## src/pkg/dsc_pkg.sv

```systemverilog
// dsc_pkg: shared constants for the debug stream channel ports
`default_nettype none
package dsc_pkg;
  localparam int DATA_W = 8;
  localparam int CHAN_W_SINGLE = 1;
  localparam int CHAN_W_DUAL = 2;
  localparam logic [1:0] CHAN_CONVERTER = 2'h0;
  localparam logic [1:0] CHAN_DEBUG_UNIT_1 = 2'h1;
  localparam logic [1:0] CHAN_DEBUG_UNIT_2 = 2'h2;
  localparam int BUF_DEPTH = 2;
endpackage
`default_nettype wire

```

## src/pkg/dsc_if.sv

```systemverilog
// dsc_if: inbound and outbound debug stream links between device and partner
`timescale 1ns/10ps
`default_nettype none
interface dsc_if #(
  parameter int CHAN_W = dsc_pkg::CHAN_W_SINGLE
) (
  input wire logic ref_clk,
  input wire logic sys_rst
);
  logic in_ready;
  logic in_valid;
  logic [CHAN_W-1:0] in_channel;
  logic in_sop;
  logic in_eop;
  logic [dsc_pkg::DATA_W-1:0] in_data;
  logic out_ready;
  logic out_valid;
  logic [CHAN_W-1:0] out_channel;
  logic out_sop;
  logic out_eop;
  logic [dsc_pkg::DATA_W-1:0] out_data;

  modport device (
    input ref_clk, sys_rst,
    output in_ready,
    input in_valid, in_channel, in_sop, in_eop, in_data,
    input out_ready,
    output out_valid, out_channel, out_sop, out_eop, out_data
  );

  modport partner (
    input ref_clk, sys_rst,
    input in_ready,
    output in_valid, in_channel, in_sop, in_eop, in_data,
    output out_ready,
    input out_valid, out_channel, out_sop, out_eop, out_data
  );
endinterface
`default_nettype wire

```

## src/hdl/dsc_device.sv

```systemverilog
// dsc_device: device end of the debug stream ports, two-entry buffers each way
//
// Contract
// - ports exist only without internal scan phy
// - both ports run on the debug clock
// - device drops inbound ready when it cannot accept
// - receiver drops outbound ready to block transfers
// - valid high on every cycle a beat offered
// - channel 1 or 2 bits, routes 0,1,2
// - sop marks only first beat of packet
// - eop marks only last beat of packet
// - each beat carries eight payload bits
`timescale 1ns/10ps
`default_nettype none
module dsc_device #(
  parameter int CHAN_W = dsc_pkg::CHAN_W_SINGLE,
  parameter bit INTERNAL_SCAN_PHY_OPTION = 1'b0,
  parameter bit DEBUG_UNIT_OPTION = 1'b1
) (
  dsc_if.device lnk,
  output logic rx_valid,
  input wire logic rx_ready,
  output logic [CHAN_W-1:0] rx_channel,
  output logic rx_sop,
  output logic rx_eop,
  output logic [dsc_pkg::DATA_W-1:0] rx_data,
  input wire logic tx_valid,
  output logic tx_ready,
  input wire logic [CHAN_W-1:0] tx_channel,
  input wire logic tx_sop,
  input wire logic tx_eop,
  input wire logic [dsc_pkg::DATA_W-1:0] tx_data,
  output logic ports_present,
  output logic rx_route_error
);
  // ************************************
  // types and state
  // ************************************
  localparam logic PRESENT = !INTERNAL_SCAN_PHY_OPTION && DEBUG_UNIT_OPTION;

  // one beat as it crosses either port
  typedef struct packed {
    logic [CHAN_W-1:0] channel;
    logic sop;
    logic eop;
    logic [dsc_pkg::DATA_W-1:0] data;
  } dsc_beat_s;

  // fill level of a two-entry buffer
  typedef logic [1:0] dsc_cnt_t;

  // two-entry buffer, index based
  typedef struct packed {
    dsc_beat_s [dsc_pkg::BUF_DEPTH-1:0] mem;
    dsc_cnt_t cnt;
    logic rd;
    logic wr;
  } dsc_fifo_s;

  // output stage that holds a beat until taken
  typedef struct packed {
    logic valid;
    dsc_beat_s beat;
  } dsc_stage_s;

  // one direction: buffer then stage
  typedef struct packed {
    dsc_fifo_s fifo;
    dsc_stage_s stage;
  } dsc_path_s;

  typedef struct packed {
    dsc_path_s ib;
    dsc_path_s ob;
    logic in_ready;
    logic tx_ready;
    logic route_err;
    logic present;
  } dsc_dev_s;

  dsc_dev_s s_q;
  dsc_dev_s s_d;

  // ************************************
  // helpers
  // ************************************
  // channel code outside the three routes
  function automatic logic dsc_bad_chan(
    input logic [CHAN_W-1:0] ch
  );
    logic [1:0] c;
    c = 2'h0;
    c[CHAN_W-1:0] = ch;
    dsc_bad_chan = (c != dsc_pkg::CHAN_CONVERTER)
      && (c != dsc_pkg::CHAN_DEBUG_UNIT_1)
      && (c != dsc_pkg::CHAN_DEBUG_UNIT_2);
  endfunction

  // fill level after at most one push and one pop
  function automatic dsc_cnt_t dsc_cnt_next(
    input dsc_cnt_t cnt,
    input logic push,
    input logic pop
  );
    dsc_cnt_next = cnt + dsc_cnt_t'(push) - dsc_cnt_t'(pop);
  endfunction

  // room for one more beat
  function automatic logic dsc_has_room(
    input dsc_cnt_t cnt
  );
    dsc_has_room = cnt < dsc_cnt_t'(dsc_pkg::BUF_DEPTH);
  endfunction

  // gather the loose fields of a beat
  function automatic dsc_beat_s dsc_pack(
    input logic [CHAN_W-1:0] channel,
    input logic sop,
    input logic eop,
    input logic [dsc_pkg::DATA_W-1:0] data
  );
    dsc_beat_s b;
    b.channel = channel;
    b.sop = sop;
    b.eop = eop;
    b.data = data;
    dsc_pack = b;
  endfunction

  // next state of one direction
  function automatic dsc_path_s dsc_path_next(
    input dsc_path_s p,
    input logic push,
    input dsc_beat_s beat,
    input logic take
  );
    dsc_path_s n;
    logic pop;
    n = p;
    pop = 1'b0;
    if (push) begin
      n.fifo.mem[p.fifo.wr] = beat;
      n.fifo.wr = ~p.fifo.wr;
    end
    if (take || !p.stage.valid) begin
      n.stage.valid = 1'b0;
    end
    if (!n.stage.valid && p.fifo.cnt != 2'h0) begin
      n.stage.valid = 1'b1;
      n.stage.beat = p.fifo.mem[p.fifo.rd];
      n.fifo.rd = ~p.fifo.rd;
      pop = 1'b1;
    end
    n.fifo.cnt = dsc_cnt_next(p.fifo.cnt, push, pop);
    dsc_path_next = n;
  endfunction

  // ************************************
  // next state
  // ************************************
  always_comb begin
    logic ib_push;
    logic ib_take;
    logic ob_push;
    logic ob_take;
    dsc_beat_s in_beat;
    dsc_beat_s tx_beat;
    in_beat = dsc_pack(lnk.in_channel, lnk.in_sop, lnk.in_eop, lnk.in_data);
    tx_beat = dsc_pack(tx_channel, tx_sop, tx_eop, tx_data);
    ib_push = PRESENT && lnk.in_valid && s_q.in_ready;
    ib_take = s_q.ib.stage.valid && rx_ready;
    ob_push = PRESENT && tx_valid && s_q.tx_ready;
    ob_take = s_q.ob.stage.valid && lnk.out_ready;
    s_d = s_q;
    s_d.present = PRESENT;
    s_d.ib = dsc_path_next(s_q.ib, ib_push, in_beat, ib_take);
    if (ib_push) begin
      s_d.route_err = dsc_bad_chan(lnk.in_channel);
    end
    s_d.in_ready = PRESENT && dsc_has_room(s_d.ib.fifo.cnt);
    s_d.ob = dsc_path_next(s_q.ob, ob_push, tx_beat, ob_take);
    s_d.tx_ready = PRESENT && dsc_has_room(s_d.ob.fifo.cnt);
  end

  // ************************************
  // registers on the debug clock
  // ************************************
  always_ff @(posedge lnk.ref_clk or posedge lnk.sys_rst) begin
    if (lnk.sys_rst) begin
      s_q <= '0;
    end else begin
      s_q <= s_d;
    end
  end

  // ************************************
  // outputs
  // ************************************
  assign lnk.in_ready = s_q.in_ready;
  assign lnk.out_valid = s_q.ob.stage.valid;
  assign lnk.out_channel = s_q.ob.stage.beat.channel;
  assign lnk.out_sop = s_q.ob.stage.beat.sop;
  assign lnk.out_eop = s_q.ob.stage.beat.eop;
  assign lnk.out_data = s_q.ob.stage.beat.data;
  assign rx_valid = s_q.ib.stage.valid;
  assign rx_channel = s_q.ib.stage.beat.channel;
  assign rx_sop = s_q.ib.stage.beat.sop;
  assign rx_eop = s_q.ib.stage.beat.eop;
  assign rx_data = s_q.ib.stage.beat.data;
  assign tx_ready = s_q.tx_ready;
  assign ports_present = s_q.present;
  assign rx_route_error = s_q.route_err;
endmodule
`default_nettype wire

```

## src/flat_wrapper.sv

```systemverilog
// flat-port wrapper written by rule: the top's interface ports become plain ports
module dsc_device_flat 
#(
  parameter int CHAN_W = dsc_pkg::CHAN_W_SINGLE,
  parameter bit INTERNAL_SCAN_PHY_OPTION = 1'b0,
  parameter bit DEBUG_UNIT_OPTION = 1'b1
)
  (rx_valid, rx_ready, rx_channel, rx_sop, rx_eop, rx_data, tx_valid, tx_ready, tx_channel, tx_sop, tx_eop, tx_data, ports_present, rx_route_error, ref_clk, sys_rst, lnk_in_ready, lnk_in_valid, lnk_in_channel, lnk_in_sop, lnk_in_eop, lnk_in_data, lnk_out_ready, lnk_out_valid, lnk_out_channel, lnk_out_sop, lnk_out_eop, lnk_out_data);
  dsc_if #(.CHAN_W(CHAN_W)) lnk_i (.ref_clk(ref_clk), .sys_rst(sys_rst));
  output logic rx_valid;
  input wire logic rx_ready;
  output logic [CHAN_W-1:0] rx_channel;
  output logic rx_sop;
  output logic rx_eop;
  output logic [dsc_pkg::DATA_W-1:0] rx_data;
  input wire logic tx_valid;
  output logic tx_ready;
  input wire logic [CHAN_W-1:0] tx_channel;
  input wire logic tx_sop;
  input wire logic tx_eop;
  input wire logic [dsc_pkg::DATA_W-1:0] tx_data;
  output logic ports_present;
  output logic rx_route_error;
  input wire logic ref_clk;
  input wire logic sys_rst;
  output wire logic [$bits(lnk_i.in_ready)-1:0] lnk_in_ready;
  input wire logic [$bits(lnk_i.in_valid)-1:0] lnk_in_valid;
  input wire logic [$bits(lnk_i.in_channel)-1:0] lnk_in_channel;
  input wire logic [$bits(lnk_i.in_sop)-1:0] lnk_in_sop;
  input wire logic [$bits(lnk_i.in_eop)-1:0] lnk_in_eop;
  input wire logic [$bits(lnk_i.in_data)-1:0] lnk_in_data;
  input wire logic [$bits(lnk_i.out_ready)-1:0] lnk_out_ready;
  output wire logic [$bits(lnk_i.out_valid)-1:0] lnk_out_valid;
  output wire logic [$bits(lnk_i.out_channel)-1:0] lnk_out_channel;
  output wire logic [$bits(lnk_i.out_sop)-1:0] lnk_out_sop;
  output wire logic [$bits(lnk_i.out_eop)-1:0] lnk_out_eop;
  output wire logic [$bits(lnk_i.out_data)-1:0] lnk_out_data;
  assign lnk_in_ready = lnk_i.in_ready;
  assign lnk_i.in_valid = lnk_in_valid;
  assign lnk_i.in_channel = lnk_in_channel;
  assign lnk_i.in_sop = lnk_in_sop;
  assign lnk_i.in_eop = lnk_in_eop;
  assign lnk_i.in_data = lnk_in_data;
  assign lnk_i.out_ready = lnk_out_ready;
  assign lnk_out_valid = lnk_i.out_valid;
  assign lnk_out_channel = lnk_i.out_channel;
  assign lnk_out_sop = lnk_i.out_sop;
  assign lnk_out_eop = lnk_i.out_eop;
  assign lnk_out_data = lnk_i.out_data;
  dsc_device #(.CHAN_W(CHAN_W), .INTERNAL_SCAN_PHY_OPTION(INTERNAL_SCAN_PHY_OPTION), .DEBUG_UNIT_OPTION(DEBUG_UNIT_OPTION)) u_core (.lnk(lnk_i), .rx_valid(rx_valid), .rx_ready(rx_ready), .rx_channel(rx_channel), .rx_sop(rx_sop), .rx_eop(rx_eop), .rx_data(rx_data), .tx_valid(tx_valid), .tx_ready(tx_ready), .tx_channel(tx_channel), .tx_sop(tx_sop), .tx_eop(tx_eop), .tx_data(tx_data), .ports_present(ports_present), .rx_route_error(rx_route_error));
endmodule
```

## config.mk

```make
export PLATFORM = sky130hd
export DESIGN_NAME = dsc_device_flat
export DESIGN_NICKNAME = d
export VERILOG_FILES = /design/src/pkg/dsc_pkg.sv /design/src/pkg/dsc_if.sv /design/src/hdl/dsc_device.sv /design/src/flat_wrapper.sv
export SDC_FILE = /design/constraint.sdc
export NUM_CORES = 1
export LEC_CHECK = 0
export BUFFER_PORTS_ARGS = -buffer_cell sky130_fd_sc_hd__buf_4
export CORE_MARGIN = 3
export CORE_UTILIZATION = 40
export CTS_CLUSTER_DIAMETER = 30
export DETAILED_ROUTE_END_ITERATION = 6
export SLEW_MARGIN = 0
export SYNTH_ARGS = -nofsm -noshare
export SYNTH_HDL_FRONTEND = slang
export SYNTH_SLANG_ARGS = --single-unit
```

## constraint.sdc

```tcl
create_clock -name ref_clk -period 5.6 [get_ports ref_clk]
set_clock_uncertainty 0.2 [all_clocks]
set_input_delay 0 -clock ref_clk [delete_from_list [all_inputs] [get_ports ref_clk]]
set_output_delay 0 -clock ref_clk [all_outputs]
set_load 0.01 [all_outputs]
```

==> metrics <==
status complete, no violations; Die Width 100.8 um; largest net degree at the start of global routing 80; crit path launch type register; Final Max Slew Viols 0; I/O pins between 50 and 60; drt pass-1 iters 4; final hold violation count 0; clk root buf clkbuf_8; Residual DRC 0; most common cell after layout, fill and taps aside dfrtp_1; Critical Path Sink Type register; fmax between 0.4 and 0.5 GHz; critical path fanouts, max 13; Routability Congestion about 0.65; Mapped Nets 261; Worst-Margin Slew 0.9737 ns; gate count of the mapped netlist ~230; power per cell area roughly 600 nW/um^2; routed vias 1890; Area after DPL 3920 sq um; Resized Gates After CTS 0; nets 329; # setup viols final 0; CP max stage cell a21oi_4; Clock power frac between 10% and 20%; signal arrival time at the worst endpoint about 2.2 ns; postcts setup bufs 0; global-route wire length before repair slightly below 10000 um; clk slew on worst S/H paths 0.08 ns; Core ar. around 8500 sq um; Hold/Removal Path Class input pin to register; period utilization 38.90%; dpl hpwl approximately 3800 um; initial antenna violation count 0; yosys warns 0; Sequential Power Share 41.4%; number of diodes 0; max incr delay on CP 0.51 ns; Iteration-0 DRC Markers 34; sw frac around 28%; Int Power around 0.0019 W; Max Root-Sink Buffers 2; kind of critical path register to register; I/O Buffers 54; CTS Sinks between 70 and 80; relative slew slack a little over a third; initial core utilization 42.44%; TritonCTS Buffers 9; DR vias/cell 4.644; Post-DRT Antenna Nets 0; row count 33; Synth Area per Inst about 16 sq um; worst vdd rail ir drop approximately 0.22 mV; combinational power share between 40 and 50%; GRT Total Usage between 10% and 20%; P_leak about 2.1 nW; min Tclk post-route about 2.2 ns; max cap viols 0; H-tree depth 3; Finished Cell Area between 4000 and 5000 sq um; share of the yosys chip area belonging to registers a little under three fifths; grt total ovfl 0; most frequent cells in the layout dfrtp_1, buf_4, mux2_2; number of global-route vias before repair a little under 2000; clk_lat worst skew roughly 0.34 ns; Yosys reg bits 79; P_sw between 0.0007 and 0.0008 W; Die Ht between 100 and 150 um; die area between 10000 and 15000 sq um; Synth Cell Area 3592 sq um; area grow syn2layout 22.88%; unrepaired setup endpoints after global routing false; worst-path cell chain a21oi_4, ha_1, inv_1, ha_1, xnor2_1, xor2_1, inv_1; setup TNS 0 ns; CTS tree yes; Total Wirelength 5838 um; Critical Path RT 5.63 ns; layout cell share with drive strength beyond 1 55.30%; post-synth cell types 17; WL per Instance 14.34 um
## stage by stage
| step | utilization [%] | total power, W | std cells | setup slack (ns) | hold WS, ns |
|---|---|---|---|---|---|
| floorplan | - | 0.001957 | 229 | 3.377 | -0.1036 |
| global placement | 46.31 | 0.002112 | 364 | 3.453 | -0.001934 |
| detailed placement | 46.31 | 0.002146 | 364 | 3.399 | -0.0009627 |
| CTS | 52.15 | 0.002642 | 407 | 3.396 | 0.1629 |
| global route | 52.15 | 0.002775 | 407 | 3.279 | 0.1969 |
| finish | 52.15 | 0.002589 | 407 | 3.422 | 0.1949 |
## sequential cells by signal, indices dropped and copies added, names as in the netlist
signal,count
u_core.rx_valid,1
u_core.ports_present,1
u_core.tx_ready,1
u_core.lnk.out_sop,1
u_core.rx_eop,1
u_core.lnk.out_data,8
u_core.s_q,52
u_core.lnk.in_ready,1
u_core.lnk.out_eop,1
u_core.lnk.out_channel,1
u_core.rx_data,8
u_core.rx_sop,1
u_core.rx_channel,1
u_core.lnk.out_valid,1
## path summary, 6_finish.rpt
kind                                        endpoint  slack (ns)  cells after the start                  from
worst max-delay path                  u_core.s_q[19]        3.42                      7  u_core.lnk.out_valid
worst min-delay path            u_core.lnk.out_valid        0.19                      3         lnk_out_ready
worst max register to register        u_core.s_q[19]        3.42                      7  u_core.lnk.out_valid
worst min register to register        u_core.s_q[54]        0.30                      1        u_core.s_q[54]
max in group asynchronous         u_core.lnk.out_sop        4.25                      4               sys_rst
min in group asynchronous            u_core.rx_valid        0.33                      4               sys_rst
## Yosys cell counts
cell type   n  area share (%)
nor2_2      2            0.35
mux2_4     36              15
buf_6       8             2.5
ha_1        4             1.4
mux2_2     51              16
dfrtp_1    79              55
nand2b_2    2            0.49
mux2_1      1            0.31
inv_1      11             1.1
nand2_2     2            0.35
a21oi_4     2            0.91
o21ai_0     2            0.28
xnor2_1     2            0.49
buf_4      17             3.6
conb_1      2            0.21
xor2_1      6             1.5
and2_4      2            0.49
## layout make-up
cell class,instances,area (sq um)
Timing Repair Buffer,82,683.2
Inverter,11,42.54
Multi-Input combinational cell,114,1356
Clock buffer,13,158.9
Tap cell,105,131.4
Clock inverter,3,65.06
Sequential cell,79,1977
Fill cell,744,4050
## critical path, delay by kind of cell (launching register included)
| family | cells | cell delay (ns) |
|---|---|---|
| compound gates | 1 | 0.51 |
| xor+xnor | 2 | 0.33 |
| fa+ha+maj | 2 | 0.49 |
| buf+inv | 2 | 0.11 |
| flops | 1 | 0.43 |
## repair_timing
| item | 4_1_cts | 5_1_grt |
|---|---|---|
| endpoints found under the hold margin | 131 | 0 |
| endpoints found under the setup margin | 0 | 0 |
| hold buffers | 27 | 0 |
## kinds of logic after synthesis
group,count (synthesis),synth area share (%)
AND/OR/NAND/NOR,8,1.672
other,2,0.2091
flip-flops,79,55.03
multiplexers,88,31.35
adder cells (fa/ha/maj),4,1.393
AO/OA/AOI/OAI,4,1.184
buffers and inverters,36,7.210
XOR/XNOR,8,1.951
## power groups by stage
stage | clock network [W] | registers (W) | logic [W]
5_1_grt | 0.000512 | 0.00111 | 0.00115
3_3_place_gp | 0 | 0.00108 | 0.00103
2_1_floorplan | 0 | 0.00101 | 0.000943
3_5_place_dp | 0 | 0.00109 | 0.00106
6_report | 0.000467 | 0.00107 | 0.00105
4_1_cts | 0.000490 | 0.00108 | 0.00108
## layer usage
| metal | vias to the layer above | GRT usage (%) | routed length, um | share of wire [%] |
|---|---|---|---|---|
| met4 | 0 | 4.041 | 41 | 0.70 |
| met3 | 5 | 4.429 | 297 | 5.1 |
| li1 | 894 | - | - | - |
| met5 | - | 0 | 0 | 0 |
| met1 | 950 | 16.08 | 2656 | 45 |
| met2 | 41 | 19.49 | 2842 | 49 |
Note: power is estimated with default switching activity, not from simulation.
